File: src/include/sgps_defs.svh
// Offsets, field positions, reset values and widths of the group selector
`ifndef SGPS_DEFS_SVH
`define SGPS_DEFS_SVH

// Bus widths
`define SGPS_ADDR_W      8
`define SGPS_DATA_W      32

// Group count and code width
`define SGPS_NGROUP      8
`define SGPS_CODE_W      4
`define SGPS_USED_W      3

// Register byte addresses
`define SGPS_ADDR_CTRL   8'h00
`define SGPS_ADDR_FORCE  8'h04
`define SGPS_ADDR_REMOTE 8'h08
`define SGPS_ADDR_STATUS 8'h0c

// Control register fields
`define SGPS_CTRL_OVR    0
`define SGPS_CTRL_USED_L 4
`define SGPS_CTRL_USED_H 6

// Status register fields
`define SGPS_STAT_CODE_L 0
`define SGPS_STAT_CODE_H 3
`define SGPS_STAT_OVR    4
`define SGPS_STAT_USED_L 5
`define SGPS_STAT_USED_H 7
`define SGPS_STAT_F_NC   8
`define SGPS_STAT_F_FRC  9
`define SGPS_STAT_F_LOW  10

// Encodings and reset values
`define SGPS_CODE_NONE   4'h0
`define SGPS_CODE_MAX    4'h8
`define SGPS_USED_RST    3'h0
`define SGPS_ACTIVE_RST  8'h01

`endif

File: src/include/sgps_pkg.sv
// Types shared by the setting group selector
package sgps_pkg;

  // Software controlled settings
  typedef struct packed {
    logic       override;   // Operator owns selection
    logic [2:0] used;       // Enabled group count code
  } sgps_ctrl_t;

  // Sticky failure flags
  typedef struct packed {
    logic low_prio;   // Request lost to higher group
    logic force_bad;  // Forced change refused
    logic not_cfg;    // Request for disabled group
  } sgps_fail_t;

endpackage

File: src/verilog/sgps_selector.sv
// Setting group priority selector with register port
//
// Overview of operation
// - Up to eight groups, exactly one active
// - Default: group one only, logic idle
// - Several enabled groups: inputs decide activation
// - Override set: automatic inputs ignored, operator rules
// - Requests accepted as pulses or levels
// - Simultaneous requests: group one ranks highest
// - Two static levels: higher priority wins
// - Pulse-selected group stays until another request
// - Override released: levels retake control immediately
// - Forced select: 0 none, 1..8 groups
// - Forcing is pulse mode only
// - No requests: last group stays active
// - Override 0/1, held until cleared, gates forcing
// - Used-count code n (0..7) enables groups 1..n+1
// - Remote change loses to held higher group
// - Group one level masks all other requests
// - Groups two..seven level mask lower groups
// - Group eight level blocks nothing
// - Inputs 0/1 inactive default; active group reported
//
// The strobed register port and the address map were left to the implementer.
`timescale 1ns/1ps
`include "sgps_defs.svh"

module sgps_selector
  import sgps_pkg::*;
(
  // Clock and reset
  input  wire logic                      CLK_SYS,
  input  wire logic                      RST,
  // Register port
  input  wire logic [`SGPS_ADDR_W-1:0]   ADDR,
  input  wire logic [`SGPS_DATA_W-1:0]   WR_DATA,
  input  wire logic                      WR_EN,
  input  wire logic                      RD_EN,
  output logic      [`SGPS_DATA_W-1:0]   RD_DATA,
  // Group activation inputs
  input  wire logic [`SGPS_NGROUP-1:0]   GROUP_REQ,
  // Selection outputs
  output logic      [`SGPS_NGROUP-1:0]   ACTIVE_GROUP,
  output logic      [`SGPS_NGROUP-1:0]   ENABLED_GROUPS,
  output logic                           OVERRIDE_ON
);

  ////////////////////////////////////////////////////////////////
  // Decode helpers

  // Group count code to enable mask
  // Code n enables groups one to n+1, so group one is never off
  function automatic logic [7:0] used_mask(
    input logic [2:0] code);
    logic [7:0] m;
    m = 8'h00;
    for (int i = 0; i < 8; i++) begin
      if (i <= int'(code)) begin
        m[i] = 1'b1;
      end
    end
    return m;
  endfunction

  // Lowest index set wins, group one first
  // Scanning from the top down lets the last hit be the best group
  function automatic logic [7:0] pick_top(
    input logic [7:0] req);
    logic [7:0] p;
    p = 8'h00;
    for (int i = 7; i >= 0; i--) begin
      if (req[i]) begin
        p = 8'h01 << i;
      end
    end
    return p;
  endfunction

  // Group code 1..8 to one-hot, none gives zero
  // Codes above eight also give zero, which callers treat as refusal
  function automatic logic [7:0] code_hot(
    input logic [3:0] code);
    logic [7:0] h;
    h = 8'h00;
    for (int i = 0; i < 8; i++) begin
      if (int'(code) == i + 1) begin
        h[i] = 1'b1;
      end
    end
    return h;
  endfunction

  // One-hot to group code 1..8
  // Only used for status readback; the active group is never zero
  function automatic logic [3:0] hot_code(
    input logic [7:0] hot);
    logic [3:0] c;
    c = `SGPS_CODE_NONE;
    for (int i = 0; i < 8; i++) begin
      if (hot[i]) begin
        c = 4'(i + 1);
      end
    end
    return c;
  endfunction

  ////////////////////////////////////////////////////////////////
  // Declarations

  sgps_ctrl_t ctrl;              // Override and used count
  sgps_fail_t fail;              // Sticky failure flags
  sgps_fail_t fail_set;          // Failure events this cycle
  logic [3:0] force_sel;         // Last accepted forced group
  logic [3:0] remote_sel;        // Last remote change code
  logic [7:0] en_mask;           // Enabled groups
  logic [7:0] req_en;            // Requests on enabled groups
  logic [7:0] rem_hot;           // Remote pulse request
  logic [7:0] frc_hot;           // Forced group one-hot
  logic [7:0] all_req;           // Inputs plus remote
  logic [7:0] winner;            // Resolved request
  logic [7:0] next_active;       // Active group next cycle
  logic       wr_ctrl;           // Control write strobe
  logic       wr_force;          // Force write strobe
  logic       wr_remote;         // Remote write strobe
  logic       wr_status;         // Status write strobe
  logic       force_ok;          // Forced write accepted
  logic [3:0] wr_code;           // Written group code

  ////////////////////////////////////////////////////////////////
  // Address decode

  // Write strobes per register
  // Exact compare, so unmapped addresses raise no strobe at all
  always_comb begin
    wr_ctrl   = 1'b0;
    wr_force  = 1'b0;
    wr_remote = 1'b0;
    wr_status = 1'b0;
    if (!WR_EN) begin
      wr_ctrl = 1'b0;            // No write this cycle
    end else if (ADDR == `SGPS_ADDR_CTRL) begin
      wr_ctrl = 1'b1;
    end else if (ADDR == `SGPS_ADDR_FORCE) begin
      wr_force = 1'b1;
    end else if (ADDR == `SGPS_ADDR_REMOTE) begin
      wr_remote = 1'b1;
    end else if (ADDR == `SGPS_ADDR_STATUS) begin
      wr_status = 1'b1;
    end
  end

  assign wr_code = WR_DATA[3:0];
  assign en_mask = used_mask(ctrl.used);

  ////////////////////////////////////////////////////////////////
  // Control register

  // Override held until software clears it
  // Shrinking the used count may disable the active group; with the override
  // clear and no enabled request, the priority block then falls back to group one
  always_ff @(posedge CLK_SYS) begin
    if (RST) begin
      ctrl.override <= 1'b0;
      ctrl.used     <= `SGPS_USED_RST;
    end else if (wr_ctrl) begin
      ctrl.override <= WR_DATA[`SGPS_CTRL_OVR];
      ctrl.used     <= WR_DATA[`SGPS_CTRL_USED_H:`SGPS_CTRL_USED_L];
    end
  end

  ////////////////////////////////////////////////////////////////
  // Forced selection

  // Accepted only with override set, valid code, enabled group
  // Code zero is accepted so software can drop a forced pick
  // without releasing the override
  assign frc_hot  = code_hot(wr_code);
  assign force_ok = wr_force && ctrl.override
                    && (wr_code <= `SGPS_CODE_MAX)
                    && ((frc_hot & en_mask) != 8'h00
                        || wr_code == `SGPS_CODE_NONE);

  // Falls back to none once override is released
  // Clearing on release keeps a stale pick from coming back
  // the next time the override is set
  always_ff @(posedge CLK_SYS) begin
    if (RST) begin
      force_sel <= `SGPS_CODE_NONE;
    end else if (!ctrl.override) begin
      force_sel <= `SGPS_CODE_NONE;
    end else if (force_ok) begin
      force_sel <= wr_code;
    end
  end

  ////////////////////////////////////////////////////////////////
  // Remote change

  // Remote write acts as a one-cycle request
  // Folded in as a pulse, so a held higher level still beats it
  // and a remote command cannot pull rank over the inputs
  assign rem_hot = (wr_remote && !ctrl.override)
                   ? code_hot(wr_code) & en_mask : 8'h00;

  // Last remote code kept for readback
  // Stored even under override so software sees its last command;
  // only the request itself is gated
  always_ff @(posedge CLK_SYS) begin
    if (RST) begin
      remote_sel <= `SGPS_CODE_NONE;
    end else if (wr_remote) begin
      remote_sel <= wr_code;
    end
  end

  ////////////////////////////////////////////////////////////////
  // Priority resolution

  // Requests outside the enabled set are dropped
  assign req_en  = GROUP_REQ & en_mask;
  assign all_req = req_en | rem_hot;
  // A held level on group n hides every group below n;
  // group eight hides nothing as nothing ranks lower
  assign winner  = pick_top(all_req);

  // Next active group and failure events
  // Holding is the default, so a pulse-picked group stays put
  always_comb begin
    next_active = ACTIVE_GROUP;
    fail_set    = '0;
    if (ctrl.override) begin
      // Operator only; inputs and remote ignored
      if (force_ok && frc_hot != 8'h00) begin
        next_active = frc_hot;
      end
      if (wr_force && !force_ok) begin
        fail_set.force_bad = 1'b1;
      end
    end else begin
      if (wr_force) begin
        fail_set.force_bad = 1'b1;
      end
      if (ctrl.used == `SGPS_USED_RST) begin
        next_active = `SGPS_ACTIVE_RST;
      end else if (winner != 8'h00) begin
        next_active = winner;
      end else if ((ACTIVE_GROUP & en_mask) == 8'h00) begin
        next_active = `SGPS_ACTIVE_RST;
      end
      // Remote request beaten by a held higher group
      if (rem_hot != 8'h00 && winner != rem_hot) begin
        fail_set.low_prio = 1'b1;
      end
      // Input requests that lost to a higher group
      if ((req_en & ~winner) != 8'h00) begin
        fail_set.low_prio = 1'b1;
      end
      // Requests for groups not enabled
      if ((GROUP_REQ & ~en_mask) != 8'h00) begin
        fail_set.not_cfg = 1'b1;
      end
      if (wr_remote && (code_hot(wr_code) & ~en_mask) != 8'h00) begin
        fail_set.not_cfg = 1'b1;
      end
    end
  end

  ////////////////////////////////////////////////////////////////
  // Active group

  // One-hot register, only ever loaded with one group
  // Every source of next_active is one-hot or a constant group,
  // so no separate repair logic is needed here
  always_ff @(posedge CLK_SYS) begin
    if (RST) begin
      ACTIVE_GROUP <= `SGPS_ACTIVE_RST;
    end else begin
      ACTIVE_GROUP <= next_active;
    end
  end

  // Mirrors of settings for downstream logic
  always_ff @(posedge CLK_SYS) begin
    if (RST) begin
      ENABLED_GROUPS <= `SGPS_ACTIVE_RST;
      OVERRIDE_ON    <= 1'b0;
    end else begin
      ENABLED_GROUPS <= en_mask;
      OVERRIDE_ON    <= ctrl.override;
    end
  end

  ////////////////////////////////////////////////////////////////
  // Failure flags

  // Write one to clear; a new event beats the clear
  // Flags record lost or refused requests for software to poll;
  // the block raises no interrupt of its own
  always_ff @(posedge CLK_SYS) begin
    if (RST) begin
      fail <= '0;
    end else if (wr_status) begin
      fail.not_cfg   <= fail_set.not_cfg
                        | (fail.not_cfg & ~WR_DATA[`SGPS_STAT_F_NC]);
      fail.force_bad <= fail_set.force_bad
                        | (fail.force_bad & ~WR_DATA[`SGPS_STAT_F_FRC]);
      fail.low_prio  <= fail_set.low_prio
                        | (fail.low_prio & ~WR_DATA[`SGPS_STAT_F_LOW]);
    end else begin
      fail <= fail | fail_set;
    end
  end

  ////////////////////////////////////////////////////////////////
  // Read data

  // Read strobe and address are sampled together, so a stray
  // address change without a strobe never shows on the bus
  // Data valid only in the cycle after the strobe;
  // unmapped addresses read as zero
  always_ff @(posedge CLK_SYS) begin
    if (RST) begin
      RD_DATA <= '0;
    end else if (!RD_EN) begin
      RD_DATA <= '0;
    end else if (ADDR == `SGPS_ADDR_CTRL) begin
      RD_DATA <= '0;
      RD_DATA[`SGPS_CTRL_OVR] <= ctrl.override;
      RD_DATA[`SGPS_CTRL_USED_H:`SGPS_CTRL_USED_L] <= ctrl.used;
    end else if (ADDR == `SGPS_ADDR_FORCE) begin
      RD_DATA <= {28'h0000000, force_sel};
    end else if (ADDR == `SGPS_ADDR_REMOTE) begin
      RD_DATA <= {28'h0000000, remote_sel};
    end else if (ADDR == `SGPS_ADDR_STATUS) begin
      RD_DATA <= '0;
      RD_DATA[`SGPS_STAT_CODE_H:`SGPS_STAT_CODE_L]
        <= hot_code(ACTIVE_GROUP);
      RD_DATA[`SGPS_STAT_OVR] <= ctrl.override;
      RD_DATA[`SGPS_STAT_USED_H:`SGPS_STAT_USED_L] <= ctrl.used;
      RD_DATA[`SGPS_STAT_F_NC]  <= fail.not_cfg;
      RD_DATA[`SGPS_STAT_F_FRC] <= fail.force_bad;
      RD_DATA[`SGPS_STAT_F_LOW] <= fail.low_prio;
    end else begin
      RD_DATA <= '0;
    end
  end

endmodule // sgps_selector

File: config.mk
export PLATFORM = sky130hd
export DESIGN_NAME = sgps_selector
export DESIGN_NICKNAME = d
export VERILOG_FILES = /design/src/include/sgps_pkg.sv /design/src/verilog/sgps_selector.sv
export VERILOG_INCLUDE_DIRS = /design/src /design/src/include
export SDC_FILE = /design/constraint.sdc
export NUM_CORES = 1
export LEC_CHECK = 0
export ABC_AREA = 1
export BUFFER_PORTS_ARGS = -buffer_cell sky130_fd_sc_hd__buf_2
export CORE_MARGIN = 4
export CORE_UTILIZATION = 42
export CTS_CLUSTER_DIAMETER = 150
export CTS_CLUSTER_SIZE = 30
export DETAILED_ROUTE_END_ITERATION = 10
export MAX_ROUTING_LAYER = met4
export PLACE_DENSITY = 0.81
export SYNTH_ARGS = -nofsm -noshare
export SYNTH_HDL_FRONTEND = slang
export SYNTH_SLANG_ARGS = --single-unit
File: constraint.sdc
create_clock -name CLK_SYS -period 1.74 [get_ports CLK_SYS]
set_input_delay 0.087 -clock CLK_SYS [delete_from_list [all_inputs] [get_ports CLK_SYS]]
set_output_delay 0.087 -clock CLK_SYS [all_outputs]
set_load 0.02 [all_outputs]
Word-level counts from Yosys, hierarchy flattened:

Cells that the tools add are included.
W data, S select, Z words.

* flip-flop bits (word level): 64
* latch bits: 0
* RAM bits: 0
* memory bits (read-only): 0
* bits of input ports: 52
* output and inout bits: 49
* logic and storage cells: 160
* memories: 0

* add/sub/neg operators: 0
* multiply operators: 0
* divide/modulo/power cells: 0
* magnitude comparators: 8
* equal/unequal tests: 13
* shifts and indexed selects: 0
* multiplexer cells: 73
* bitwise logic cells: 22
* reductions and logical operators: 29

Operator list (count)
* $mux W8: 14
* $reduce_bool A8 Y1: 7
* $and A8 B8 Y8: 6
* $mux W1: 47
* $mux W4: 7
* $mux W7: 4
* $eq A4 B4 Y1 const B: 5
* $eq A8 B4 Y1 const B: 2
* $logic_not A8 Y1: 2
* $not A8 Y8: 2
* $le A3 B3 Y1 const A: 4
* $eq A4 B3 Y1 const B: 2
* $eq A8 B3 Y1 const B: 1
* $logic_and A1 B1 Y1: 8
* $ne A8 B8 Y1: 1
* $or A8 B8 Y8: 1
* $le A2 B3 Y1 const A: 2
* $not A1 Y1: 6
* $reduce_or A6 Y1: 1
* $reduce_or A5 Y1: 1
* $eq A4 B2 Y1 const B: 1
* $le A4 B4 Y1 const B: 1
* $logic_not A4 Y1: 1
* $reduce_bool A4 Y1: 1
* other kinds (12): 18

Logic depth before layout (Yosys ltp):

Gate-level depths: netlist of run 1.

* word-level depth: 23
* depth in mapped cells: 20
* mapped depth without buffers: 18

Worst setup path before layout of run 1:

Ideal clock, no wire load.

* path type: reg-to-reg
* start point: register ctrl[2] in the netlist's numbering
* end point: register fail[2] in the netlist's numbering
* library setup time: 131 ps
* arrival: 1771 ps
* setup slack: -162 ps
* stages on the path, launching flop included: 21
* period minus slack after synthesis: 1902 ps
* cells stage by stage: dfxtp_1 buf_6 nor2_4 nand2_4 inv_2 nor2_2 inv_2 nor2_1 nor2_2 nand2_2 nor2_2 buf_6 nand2_2 nand2_1 inv_2 nor2_1 nand3_1 nand2_1 nand2_1 nand2_1 a21oi_2

* word-level cells in the longest chain between the ends: 20
* elaborated cells on any way between the ends: 38
* those cells by class: order compare: 7; eq/ne: 1; mux: 20; bitwise: 7; reduce/logical: 3

RTL lines
* start: declaration: line sgps_selector.sv:110 `sgps_ctrl_t ctrl;`
* $le A3 B3 Y1: line sgps_selector.sv:58 `if (i <= int'(code)) begin`
* $mux W1: line sgps_selector.sv:58
* $and A8 B8 Y8: line sgps_selector.sv:203 `? code_hot(wr_code) & en_mask : 8'h00;`
* $mux W8: line sgps_selector.sv:203
* $or A8 B8 Y8: line sgps_selector.sv:221 `assign all_req = req_en | rem_hot;`
* $mux W8 (8 in series): line sgps_selector.sv:72 `if (req[i]) begin`
* $ne A8 B8 Y1 or $not A8 Y8 (tied branches): line sgps_selector.sv:251, sgps_selector.sv:255
* $logic_and A1 B1 Y1 or $and A8 B8 Y8 (tied branches): line sgps_selector.sv:251, sgps_selector.sv:255
* $mux W1 or $reduce_bool A8 Y1 (tied branches): line sgps_selector.sv:251, sgps_selector.sv:255
* $mux W1 (*): line sgps_selector.sv:255 `if ((req_en & ~winner) != 8'h00) begin`
* $mux W1 (*): line sgps_selector.sv:231 `if (ctrl.override) begin`
* $or A3 B3 Y3 or $or A1 B1 Y1 (tied branches): line sgps_selector.sv:310, sgps_selector.sv:307
* $mux W3 (*): line sgps_selector.sv:302 `end else if (wr_status) begin`
* end signal: assignment: line sgps_selector.sv:310 `fail <= fail | fail_set;`
* end: declaration: line sgps_selector.sv:111 `sgps_fail_t fail;`

Mark *: on every way between the ends. The rest lies on a longest branch, timed or not.
A chain may end at the register's enable or synchronous reset.

Final worst setup path of run 1:

* start point: register ctrl[1] in the netlist's numbering
* end point: register ACTIVE_GROUP[1]

* word-level cells in the longest chain between the ends: 17
* elaborated cells on any way between the ends: 40
* those cells by class: order compare: 7; eq/ne: 1; mux: 19; bitwise: 4; reduce/logical: 9

RTL lines
* $le A3 B3 Y1: line sgps_selector.sv:58
* $mux W1: line sgps_selector.sv:58
* $and A8 B8 Y8: line sgps_selector.sv:180, sgps_selector.sv:203
* $mux W8: line sgps_selector.sv:203
* $or A8 B8 Y8: line sgps_selector.sv:221
* $mux W8 (8 in series): line sgps_selector.sv:72
* $reduce_bool A8 Y1: line sgps_selector.sv:245 `end else if (winner != 8'h00) begin`
* $mux W8: line sgps_selector.sv:245
* $mux W8: line sgps_selector.sv:243 `` if (ctrl.used == `SGPS_USED_RST) begin ``
* $mux W8: line sgps_selector.sv:231
* end signal: assignment: line sgps_selector.sv:276 `` ACTIVE_GROUP <= `SGPS_ACTIVE_RST; ``
* end signal: assignment: line sgps_selector.sv:278 `ACTIVE_GROUP <= next_active;`
* end: declaration: line sgps_selector.sv:43 `` output logic [`SGPS_NGROUP-1:0] ACTIVE_GROUP, ``

Parallel ways exist; a longest one is shown, timed or not.

==> results of run 1 <==
## cells by family (layout without fill, tap and decap cells)
logic type	after synthesis	after routing
compound gates	82	82
simple gates	184	185
buf+inv	83	207
other cells	2	22
flops	42	42
## sequential cells by signal, summed over array words and instances, names as in the netlist
signal,cells
RD_DATA,11
ACTIVE_GROUP,8
ENABLED_GROUPS,7
ctrl,4
force_sel,4
remote_sel,4
fail,3
OVERRIDE_ON,1
## cells in the final DEF, fill, tap and decap left out, types with 5 or more instances in the layout
| cell type | n |
|---|---|
| inv_2 | 10 |
| buf_4 | 86 |
| o21ai_2 | 7 |
| nand2_4 | 6 |
| nand4_1 | 5 |
| o21ai_0 | 22 |
| nor2_1 | 43 |
| nand2_2 | 8 |
| buf_2 | 56 |
| inv_1 | 39 |
| a21oi_1 | 21 |
| nor2_2 | 17 |
| nand3_1 | 17 |
| conb_1 | 22 |
| nor3_1 | 5 |
| buf_6 | 5 |
| dfxtp_1 | 39 |
| clkbuf_8 | 6 |
| nand2_1 | 66 |
| a21oi_2 | 6 |
## path summary, 6_finish.rpt
kind | startpoint | endpoint | cells after the start
worst max-delay path | ctrl[1]$_SDFFE_PP0P_ | ACTIVE_GROUP[1]$_SDFFE_PP0P_ | 16
worst min-delay path | WR_DATA[9] | fail[1]$_SDFF_PP0_ | 4
worst min register to register | fail[0]$_SDFF_PP0_ | RD_DATA[8]$_SDFF_PP0_ | 2
worst max register to register | ctrl[1]$_SDFFE_PP0P_ | ACTIVE_GROUP[1]$_SDFFE_PP0P_ | 16
## what timing repair did
action / 4_1_cts / 5_1_grt
setup endpoints to repair: 15 / 15
pin swaps: 9 / 8
setup buffers: 8 / 4
gates resized for setup: 30 / 25
gates cloned: 1 / 0
## power breakdown
group | switching, µW | internal [µW] | total [µW]
registers | 2.22 | 960 | 962
clock network | 330 | 459 | 789
logic | 161 | 93.5 | 255
## routing by layer
layer	GRT usage [%]	wire length, µm	up-vias
met1	31.1	3810	1440
li1	-	-	1538
met2	39.7	4220	153
met5	-	0	-
met3	4.07	733	20
met4	7.67	221	0
## through the flow
step / TNS [ns] / util (%)
after detailed placement: -3.58 / 58.6
final: -2.80 / 64.5
after CTS: -2.90 / 63.1
after global placement: -3.28 / 58.6
after global routing: -4.52 / 64.5
after floorplan: -0.642 / -
## tightest hold or removal path, stage by stage
cell and delay [ns]:
buf_2 0.08, nand3_1 0.07, nand2_1 0.06, a21oi_1 0.05
## area by class of cell
class | instances | area [µm²] | share of cell area [%]
Clock buffer | 6 | 82.6 | 2.14
Clock inverter | 1 | 30.0 | 0.777
Inverter | 53 | 210 | 5.44
Multi-Input combinational cell | 289 | 1620 | 41.8
Sequential cell | 42 | 850 | 22.0
Tap cell | 75 | 93.8 | 2.43
Timing Repair Buffer | 147 | 982 | 25.4
==> impl_metrics.csv, run 1 <==
group,metric,value,unit
critical_path,r2r_slack,-0.36,ns
synthesis,ys_top_cells_by_area,"dfxtp_1 (32%), nand2_1 (10%), nor2_1 (7.4%)",
sta,setup_violations,10,
sta,tightest_slew,0.533,ns
sta,period_needed,2.10,ns
outcome,violations,"negative setup slack",
detailed_routing,antenna_left,0,
synthesis,synth_top_family_by_area,"simple AND/OR/NAND/NOR gates",
clocking,cts_hold_buf,0,
synthesis,ys_warn_count,0,
flow_run,max_cap_violations,0,
sta,maxSlewViolCount,0,
critical_path,critPathKind,"reg -> reg",
final_layout,nets,590,
power_and_ir_drop,finalPower,2010,µW
floorplanning,die_h,87.2,µm
clocking,clk_latency,0.30,ns
final_layout,fin_cells,613,
worst_hold_path,hold_class,"in -> reg",
detailed_routing,via_per_inst,5.14,
synthesis,synth-async-reset-ratio,0,%
synthesis,ys_types,39,
floorplanning,die_w,87.2,µm
detailed_routing,drc,0,
critical_path,critPathMaxStageDelay,0.39,ns
critical_path,crit_family,"simple AND/OR/NAND/NOR gates",
floorplanning,initial_utilization,44.0,%
synthesis,yosys.area_share.simple,33.1,%
clocking,numCtsBuffers,5,
critical_path,slowest_stage,"dfxtp_4",
floorplanning,core_area,5990,µm²
detailed_routing,drt-initial-drc-count,221,
synthesis,yosysTopAreaCellShare,31.9,%
synthesis,seq_area_frac_synth,31.9,%
sta,setup_ws,-0.355,ns
synthesis,synth.largest_area_cell,"dfxtp_1",
critical_path,arrival,2.28,ns
floorplanning,pin_count,101,
clocking,cts.htree.levels,2,
placement,pre_cts_slack,-0.379,ns
synthesis,syn_avg_cell_area,6.71,µm²
synthesis,synth_most_common_cell,"nand2_1",
detailed_routing,wl,8990,µm
synthesis,synth_ff_type,"dfxtp_1",
synthesis,syn_inst,393,
synthesis,synth_mux_area_share,0,%
synthesis,synthXorXnorAreaFrac,0,%
grt,grt_start_max_net_pins,15,
clocking,clkTransAtPathRegs,0.08,ns
sta,fmax,477,MHz
detailed_routing,route.detailed.wl_per_inst,14.7,µm
final_layout,drive_gt1_share,43.5,%
detailed_routing,first_pass_iters,5,
placement,io_buffer_count,56,
grt,antenna_found_initial,0,
power_and_ir_drop,power.density,519,nW/µm²
sta,final_hold_viol_count,0,
grt,grt_pass1_wl,14200,µm
synthesis,synth_area,2640,µm²
placement,postPlaceCellArea,3510,µm²
placement,dp_cells,597,
placement,place_congestion,0.971,
final_layout,fillers,517,
sta,finClkSkew,0.00572,ns
synthesis,synth_seq_cells,42,
clocking,clock_sink_count,42,
critical_path,required,1.93,ns
synthesis,synth_edf_count,0,
placement,post-dp-hpwl,7160,µm
grt,track_usage,24.5,%
synthesis,synth_compound_area_share,18.8,%
final_layout,syn2layout_area_growth,46.6,%
clocking,clockRootBuffer,"clkbuf_8",
critical_path,endpoint_kind,"flop",
critical_path,critPathMaxFanout,5,
final_layout,final_cell_area,3870,µm²
sta,fin_crit_sh,120,%
power_and_ir_drop,ir_drop,450,µV
outcome,status,"finished, violations left",
final_layout,antenna_cells,0,
power_and_ir_drop,power.leakage,0.00194,µW
detailed_routing,vias,3151,
grt,grt_pass1_vias,2987,
floorplanning,die_area,7610,µm²
floorplanning,row_count,28,
sta,relSlewSlack,64.2,%
critical_path,crit_chain,"nor2_4, nand2_4, inv_4, nor2_4, inv_2, nor2_2, nor2_2, nand2_2, nor2_4, nand4_1, nor2_2, nand3_2, nand2_4, inv_4, o21ai_2, a21oi_2",
clocking,cts_tree,"done",
clocking,clock_path_buffers,2,
critical_path,path_buf_inv,3,
critical_path,startpoint_type,"flop",
synthesis,synthAdderAreaFrac,0,%
sta,grt_setup_unrepaired,"true",
sta,worst_hold_slack,0.0772,ns
grt,overflow,0,
synthesis,synth_commonest_cells,"nand2_1 (70), nor2_1 (52), dfxtp_1 (42), inv_1 (42), o21ai_0 (28)",
Note: power is estimated with default switching activity, not from simulation.
==> run 2, diff against run 1 <==
==> constraint.sdc (replaced) <==
create_clock -name CLK_SYS -period 1.74 [get_ports CLK_SYS]
set_input_delay 0.087 -clock CLK_SYS [delete_from_list [all_inputs] [get_ports CLK_SYS]]
set_output_delay 0.087 -clock CLK_SYS [all_outputs]
set_load 0.1 [all_outputs]
==> impl_metrics.csv, run 2 (synthesis gave the netlist of run 1 again) <==
group,metric,value,unit
outcome,status,"finished, violations left",
outcome,violations,"negative setup slack",
sta,finClkSkew,0.00759,ns
clocking,clockRootBuffer,"clkbuf_8",
detailed_routing,via_per_inst,5.28,
placement,post-dp-hpwl,7430,µm
sta,maxSlewViolCount,0,
sta,setup_violations,9,
detailed_routing,antenna_left,0,
placement,place_congestion,1.00,
clocking,numCtsBuffers,5,
placement,postPlaceCellArea,3570,µm²
grt,grt_pass1_wl,14700,µm
power_and_ir_drop,ir_drop,489,µV
sta,fmax,490,MHz
grt,overflow,0,
final_layout,fillers,523,
power_and_ir_drop,finalPower,2070,µW
placement,pre_cts_slack,-0.434,ns
final_layout,top_regs,"RD_DATA: 11 flops, ACTIVE_GROUP: 8 flops, ENABLED_GROUPS: 7 flops",
critical_path,startpoint_type,"flop",
floorplanning,die_w,87.2,µm
grt,grt_start_max_net_pins,15,
clocking,clock_path_buffers,2,
final_layout,largest_reg_flops,11,
clocking,clkTransAtPathRegs,0.09,ns
grt,antenna_found_initial,0,
floorplanning,die_area,7610,µm²
placement,io_buffer_count,56,
detailed_routing,drc,0,
final_layout,syn2layout_area_growth,47.3,%
clocking,cts_tree,"done",
detailed_routing,drt-initial-drc-count,256,
floorplanning,row_count,28,
final_layout,largest-register,"RD_DATA",
power_and_ir_drop,power.leakage,0.00196,µW
floorplanning,pin_count,101,
detailed_routing,wl,9560,µm
final_layout,final_cell_mix,"buf_4 (97), nand2_1 (67), buf_2 (56), nor2_1 (43), inv_1 (40)",
power_and_ir_drop,power.density,532,nW/µm²
critical_path,endpoint_kind,"flop",
sta,fin_crit_sh,117,%
final_layout,nets,599,
final_layout,seq_area,857,µm²
grt,track_usage,25.4,%
detailed_routing,vias,3290,
worst_hold_path,whs_path_depth,3,
floorplanning,initial_utilization,44.0,%
worst_hold_path,hold_class,"in -> reg",
floorplanning,core_area,5990,µm²
critical_path,required,1.93,ns
sta,setup_ws,-0.299,ns
clocking,cts_hold_buf,0,
critical_path,worst_r2r_path_depth,16,
final_layout,multi_input_area,1590,µm²
critical_path,r2r_slack,-0.30,ns
sta,final_hold_viol_count,0,
final_layout,antenna_cells,0,
critical_path,critPathMaxFanout,5,
final_layout,drive_gt1_share,44.5,%
grt,grt_pass1_vias,3114,
critical_path,arrival,2.23,ns
detailed_routing,first_pass_iters,7,
sta,grt_setup_unrepaired,"true",
floorplanning,die_h,87.2,µm
sta,worst_hold_slack,0.0843,ns
final_layout,final_common_cell,"buf_4",
clocking,clock_sink_count,42,
flow_run,max_cap_violations,0,
sta,period_needed,2.04,ns
clocking,cts.htree.levels,2,
detailed_routing,route.detailed.wl_per_inst,15.3,µm
final_layout,fin_cells,623,
critical_path,critPathKind,"reg -> reg",
clocking,clk_latency,0.30,ns
placement,dp_cells,605,
final_layout,final_cell_area,3890,µm²
## run 2: through the flow
stage | utilization (%) | setup TNS [ns]
6_report | 64.9 | -2.55
2_1_floorplan | - | -0.663
3_3_place_gp | 59.6 | -2.87
4_1_cts | 63.8 | -2.26
3_5_place_dp | 59.6 | -3.99
5_1_grt | 64.9 | -4.09
## run 2: layer usage
layer	wire, µm	track usage, %	vias up
li1	-	-	1563
met1	3810	29.8	1486
met2	4450	43.3	202
met3	960	4.54	39
met4	344	9.07	0
met5	0	-	-
## run 2: where the power goes
part / internal (µW) / total [µW] / switching [µW]
clock: 319 / 677 / 358
combinational: 95.9 / 429 / 333
sequential: 960 / 962 / 2.26
## run 2: timing repair
item | 4_1_cts | 5_1_grt
endpoints found under the hold margin | 0 | 0
endpoints found under the setup margin | 15 | 15
gates cloned | 1 | 0
buffers inserted | 9 | 0
pin swaps | 7 | 5
resized for setup | 26 | 21
## run 2: area by class of cell
cell class	instances	share of cell area, %
Tap cell	75	2.41
Inverter	53	5.41
Clock buffer	6	2.12
Multi-Input combinational cell	289	40.9
Clock inverter	2	0.322
Sequential cell	42	22.1
Timing Repair Buffer	156	26.8
## run 2: final timing paths
kind	from	endpoint
setup / recovery	ctrl[2]$_SDFFE_PP0P_	ACTIVE_GROUP[4]$_SDFFE_PP0P_
hold / removal	WR_DATA[5]	ctrl[1]$_SDFFE_PP0P_
setup reg to reg	ctrl[2]$_SDFFE_PP0P_	ACTIVE_GROUP[4]$_SDFFE_PP0P_
hold reg to reg	fail[1]$_SDFF_PP0_	RD_DATA[9]$_SDFF_PP0_
## run 2: critical path, cell delays in order, from the launching register on
cell and delay, ns:
dfxtp_4 0.38, nor2_4 0.19, nand2_4 0.08, inv_4 0.07, nor2_4 0.04, inv_2 0.06, nor2_2 0.04, nor2_2 0.10
nand2_2 0.09, nor2_4 0.14, nand4_1 0.10, nor2_2 0.15, nand3_2 0.13, nand2_4 0.15, inv_4 0.06, o21ai_2 0.10
a21oi_1 0.05
==> run 3, diff against run 2 <==
clock period = 1.8 ns   (was 1.74 ns; I/O delays follow)
==> impl_metrics.csv, run 3 (synthesis gave the netlist of run 1 again) <==
group,metric,value,unit
sta,period_needed,2.05,ns
final_layout,final_cell_mix,"buf_4 (89), nand2_1 (64), buf_2 (57), nor2_1 (40), inv_1 (39)",
critical_path,endpoint_kind,"flop",
placement,io_buffer_count,56,
sta,fin_crit_sh,114,%
clocking,clock_path_buffers,2,
detailed_routing,first_pass_iters,5,
final_layout,final_cell_area,3920,µm²
power_and_ir_drop,p_sw_share,30.7,%
critical_path,startpoint_type,"flop",
power_and_ir_drop,combinationalPowerShare,19.2,%
detailed_routing,via_per_inst,5.12,
critical_path,crit_chain,"nor2_4, nand2_4, inv_4, nor2_4, inv_2, nor2_2, nor2_2, nand2_2, nor2_4, nand4_1, nor2_2, nand3_2, nand2_4, buf_6, o21ai_2, nor2_1",
power_and_ir_drop,p_int,1460,µW
power_and_ir_drop,seqPwrFrac,44.2,%
critical_path,critPathMaxStageDelay,0.39,ns
sta,finClkSkew,0.00908,ns
floorplanning,die_w,87.2,µm
grt,grt_pass1_vias,2966,
final_layout,fin_util,65.5,%
clocking,clkTransAtPathRegs,0.08,ns
final_layout,top_regs,"RD_DATA: 11 flops, ACTIVE_GROUP: 8 flops, ENABLED_GROUPS: 7 flops",
final_layout,largest_reg_flops,11,
floorplanning,pin_count,101,
clocking,clk_latency,0.30,ns
critical_path,required,2.04,ns
placement,postPlaceCellArea,3530,µm²
grt,antenna_found_initial,0,
sta,fmax,487,MHz
detailed_routing,antenna_left,0,
final_layout,fin_cells,619,
detailed_routing,drc,0,
floorplanning,die_area,7610,µm²
critical_path,slowest_stage,"dfxtp_4",
grt,grt_pass1_wl,14000,µm
worst_hold_path,hold_class,"in -> reg",
sta,grt_setup_unrepaired,"true",
placement,post-dp-hpwl,7100,µm
sta,maxSlewViolCount,0,
outcome,status,"finished, violations left",
critical_path,r2r_slack,-0.25,ns
floorplanning,initial_utilization,44.0,%
critical_path,critPathKind,"reg -> reg",
clocking,clockRootBuffer,"clkbuf_8",
sta,setup_tns,-2.03,ns
final_layout,syn2layout_area_growth,48.7,%
power_and_ir_drop,p_switching,646,µW
clocking,cts_tree,"done",
clocking,cts_hold_buf,0,
detailed_routing,wl,9270,µm
placement,place_congestion,1.00,
detailed_routing,vias,3168,
sta,final_hold_viol_count,0,
grt,track_usage,23.9,%
placement,dp_cells,600,
final_layout,antenna_cells,0,
final_layout,nets,596,
flow_run,max_cap_violations,0,
sta,setup_violations,12,
power_and_ir_drop,power.leakage,0.00197,µW
power_and_ir_drop,ir_drop,543,µV
final_layout,drive_gt1_share,45.4,%
critical_path,arrival,2.29,ns
detailed_routing,route.detailed.wl_per_inst,15.0,µm
grt,overflow,0,
floorplanning,row_count,28,
critical_path,critPathMaxFanout,8,
clocking,cts.htree.levels,2,
clocking,clock_sink_count,42,
floorplanning,die_h,87.2,µm
final_layout,final_common_cell,"buf_4",
sta,setup_ws,-0.254,ns
power_and_ir_drop,power.density,537,nW/µm²
floorplanning,core_area,5990,µm²
detailed_routing,drt-initial-drc-count,200,
outcome,violations,"negative setup slack",
final_layout,largest-register,"RD_DATA",
grt,grt_start_max_net_pins,16,
clocking,numCtsBuffers,5,
power_and_ir_drop,p_clk_share,36.6,%
run 3: final timing paths:
kind | endpoint | start | cells past startpoint
worst max-delay path | ACTIVE_GROUP[5]$_SDFFE_PP0P_ | ctrl[1]$_SDFFE_PP0P_ | 16
worst min register to register | RD_DATA[8]$_SDFF_PP0_ | fail[0]$_SDFF_PP0_ | 2
worst max register to register | ACTIVE_GROUP[5]$_SDFFE_PP0P_ | ctrl[1]$_SDFFE_PP0P_ | 16
worst min-delay path | ctrl[0]$_SDFFE_PP0P_ | WR_DATA[4] | 3
run 3: worst max-delay path, delay by kind of cell (launching register included):
kind                   cells  cell delay (ns)
buffers and inverters      3             0.26
and+or+nand+nor           12             1.29
AOI/OAI and AO/OA          1             0.05
DFF                        1             0.39
run 3: cell type report:
type                            count  area (µm²)
Fill cell                         520        2070
Multi-Input combinational cell    288        1610
Timing Repair Buffer              154        1040
Sequential cell                    42         856
Inverter                           53         210
Tap cell                           75        93.8
Clock buffer                        6        82.6
Clock inverter                      1        30.0
run 3: power by group through the flow:
stage / combinational (µW) / sequential [µW] / clock [µW]
after floorplan: 309 / 961 / 0
after global placement: 382 / 955 / 0
after detailed placement: 385 / 955 / 0
after CTS: 391 / 930 / 774
after global routing: 421 / 931 / 814
final: 404 / 930 / 771
run 3: stage by stage:
| stage | worst slack [ns] | total power (µW) | hold slack [ns] |
|---|---|---|---|
| 3_3_place_gp | -0.299 | 1340 | 0.395 |
| 3_5_place_dp | -0.328 | 1340 | 0.406 |
| 6_report | -0.254 | 2100 | 0.0976 |
| 2_1_floorplan | -0.0548 | 1270 | 0.156 |
| 4_1_cts | -0.192 | 2100 | 0.0897 |
| 5_1_grt | -0.374 | 2170 | 0.0934 |
run 3: timing repair:
item	in CTS	in global routing
pin swaps	4	29
cloned	0	1
setup endpoints to repair	13	14
resized for setup	15	46
buffers inserted	2	9
run 3: routing by layer:
layer	GRT usage [%]	part of all wire, %	vias to the layer above
met2	40.6	48	168
met3	3.50	7.6	24
met5	-	0	-
met1	28.4	41	1427
met4	9.21	3.0	0
li1	-	-	1549
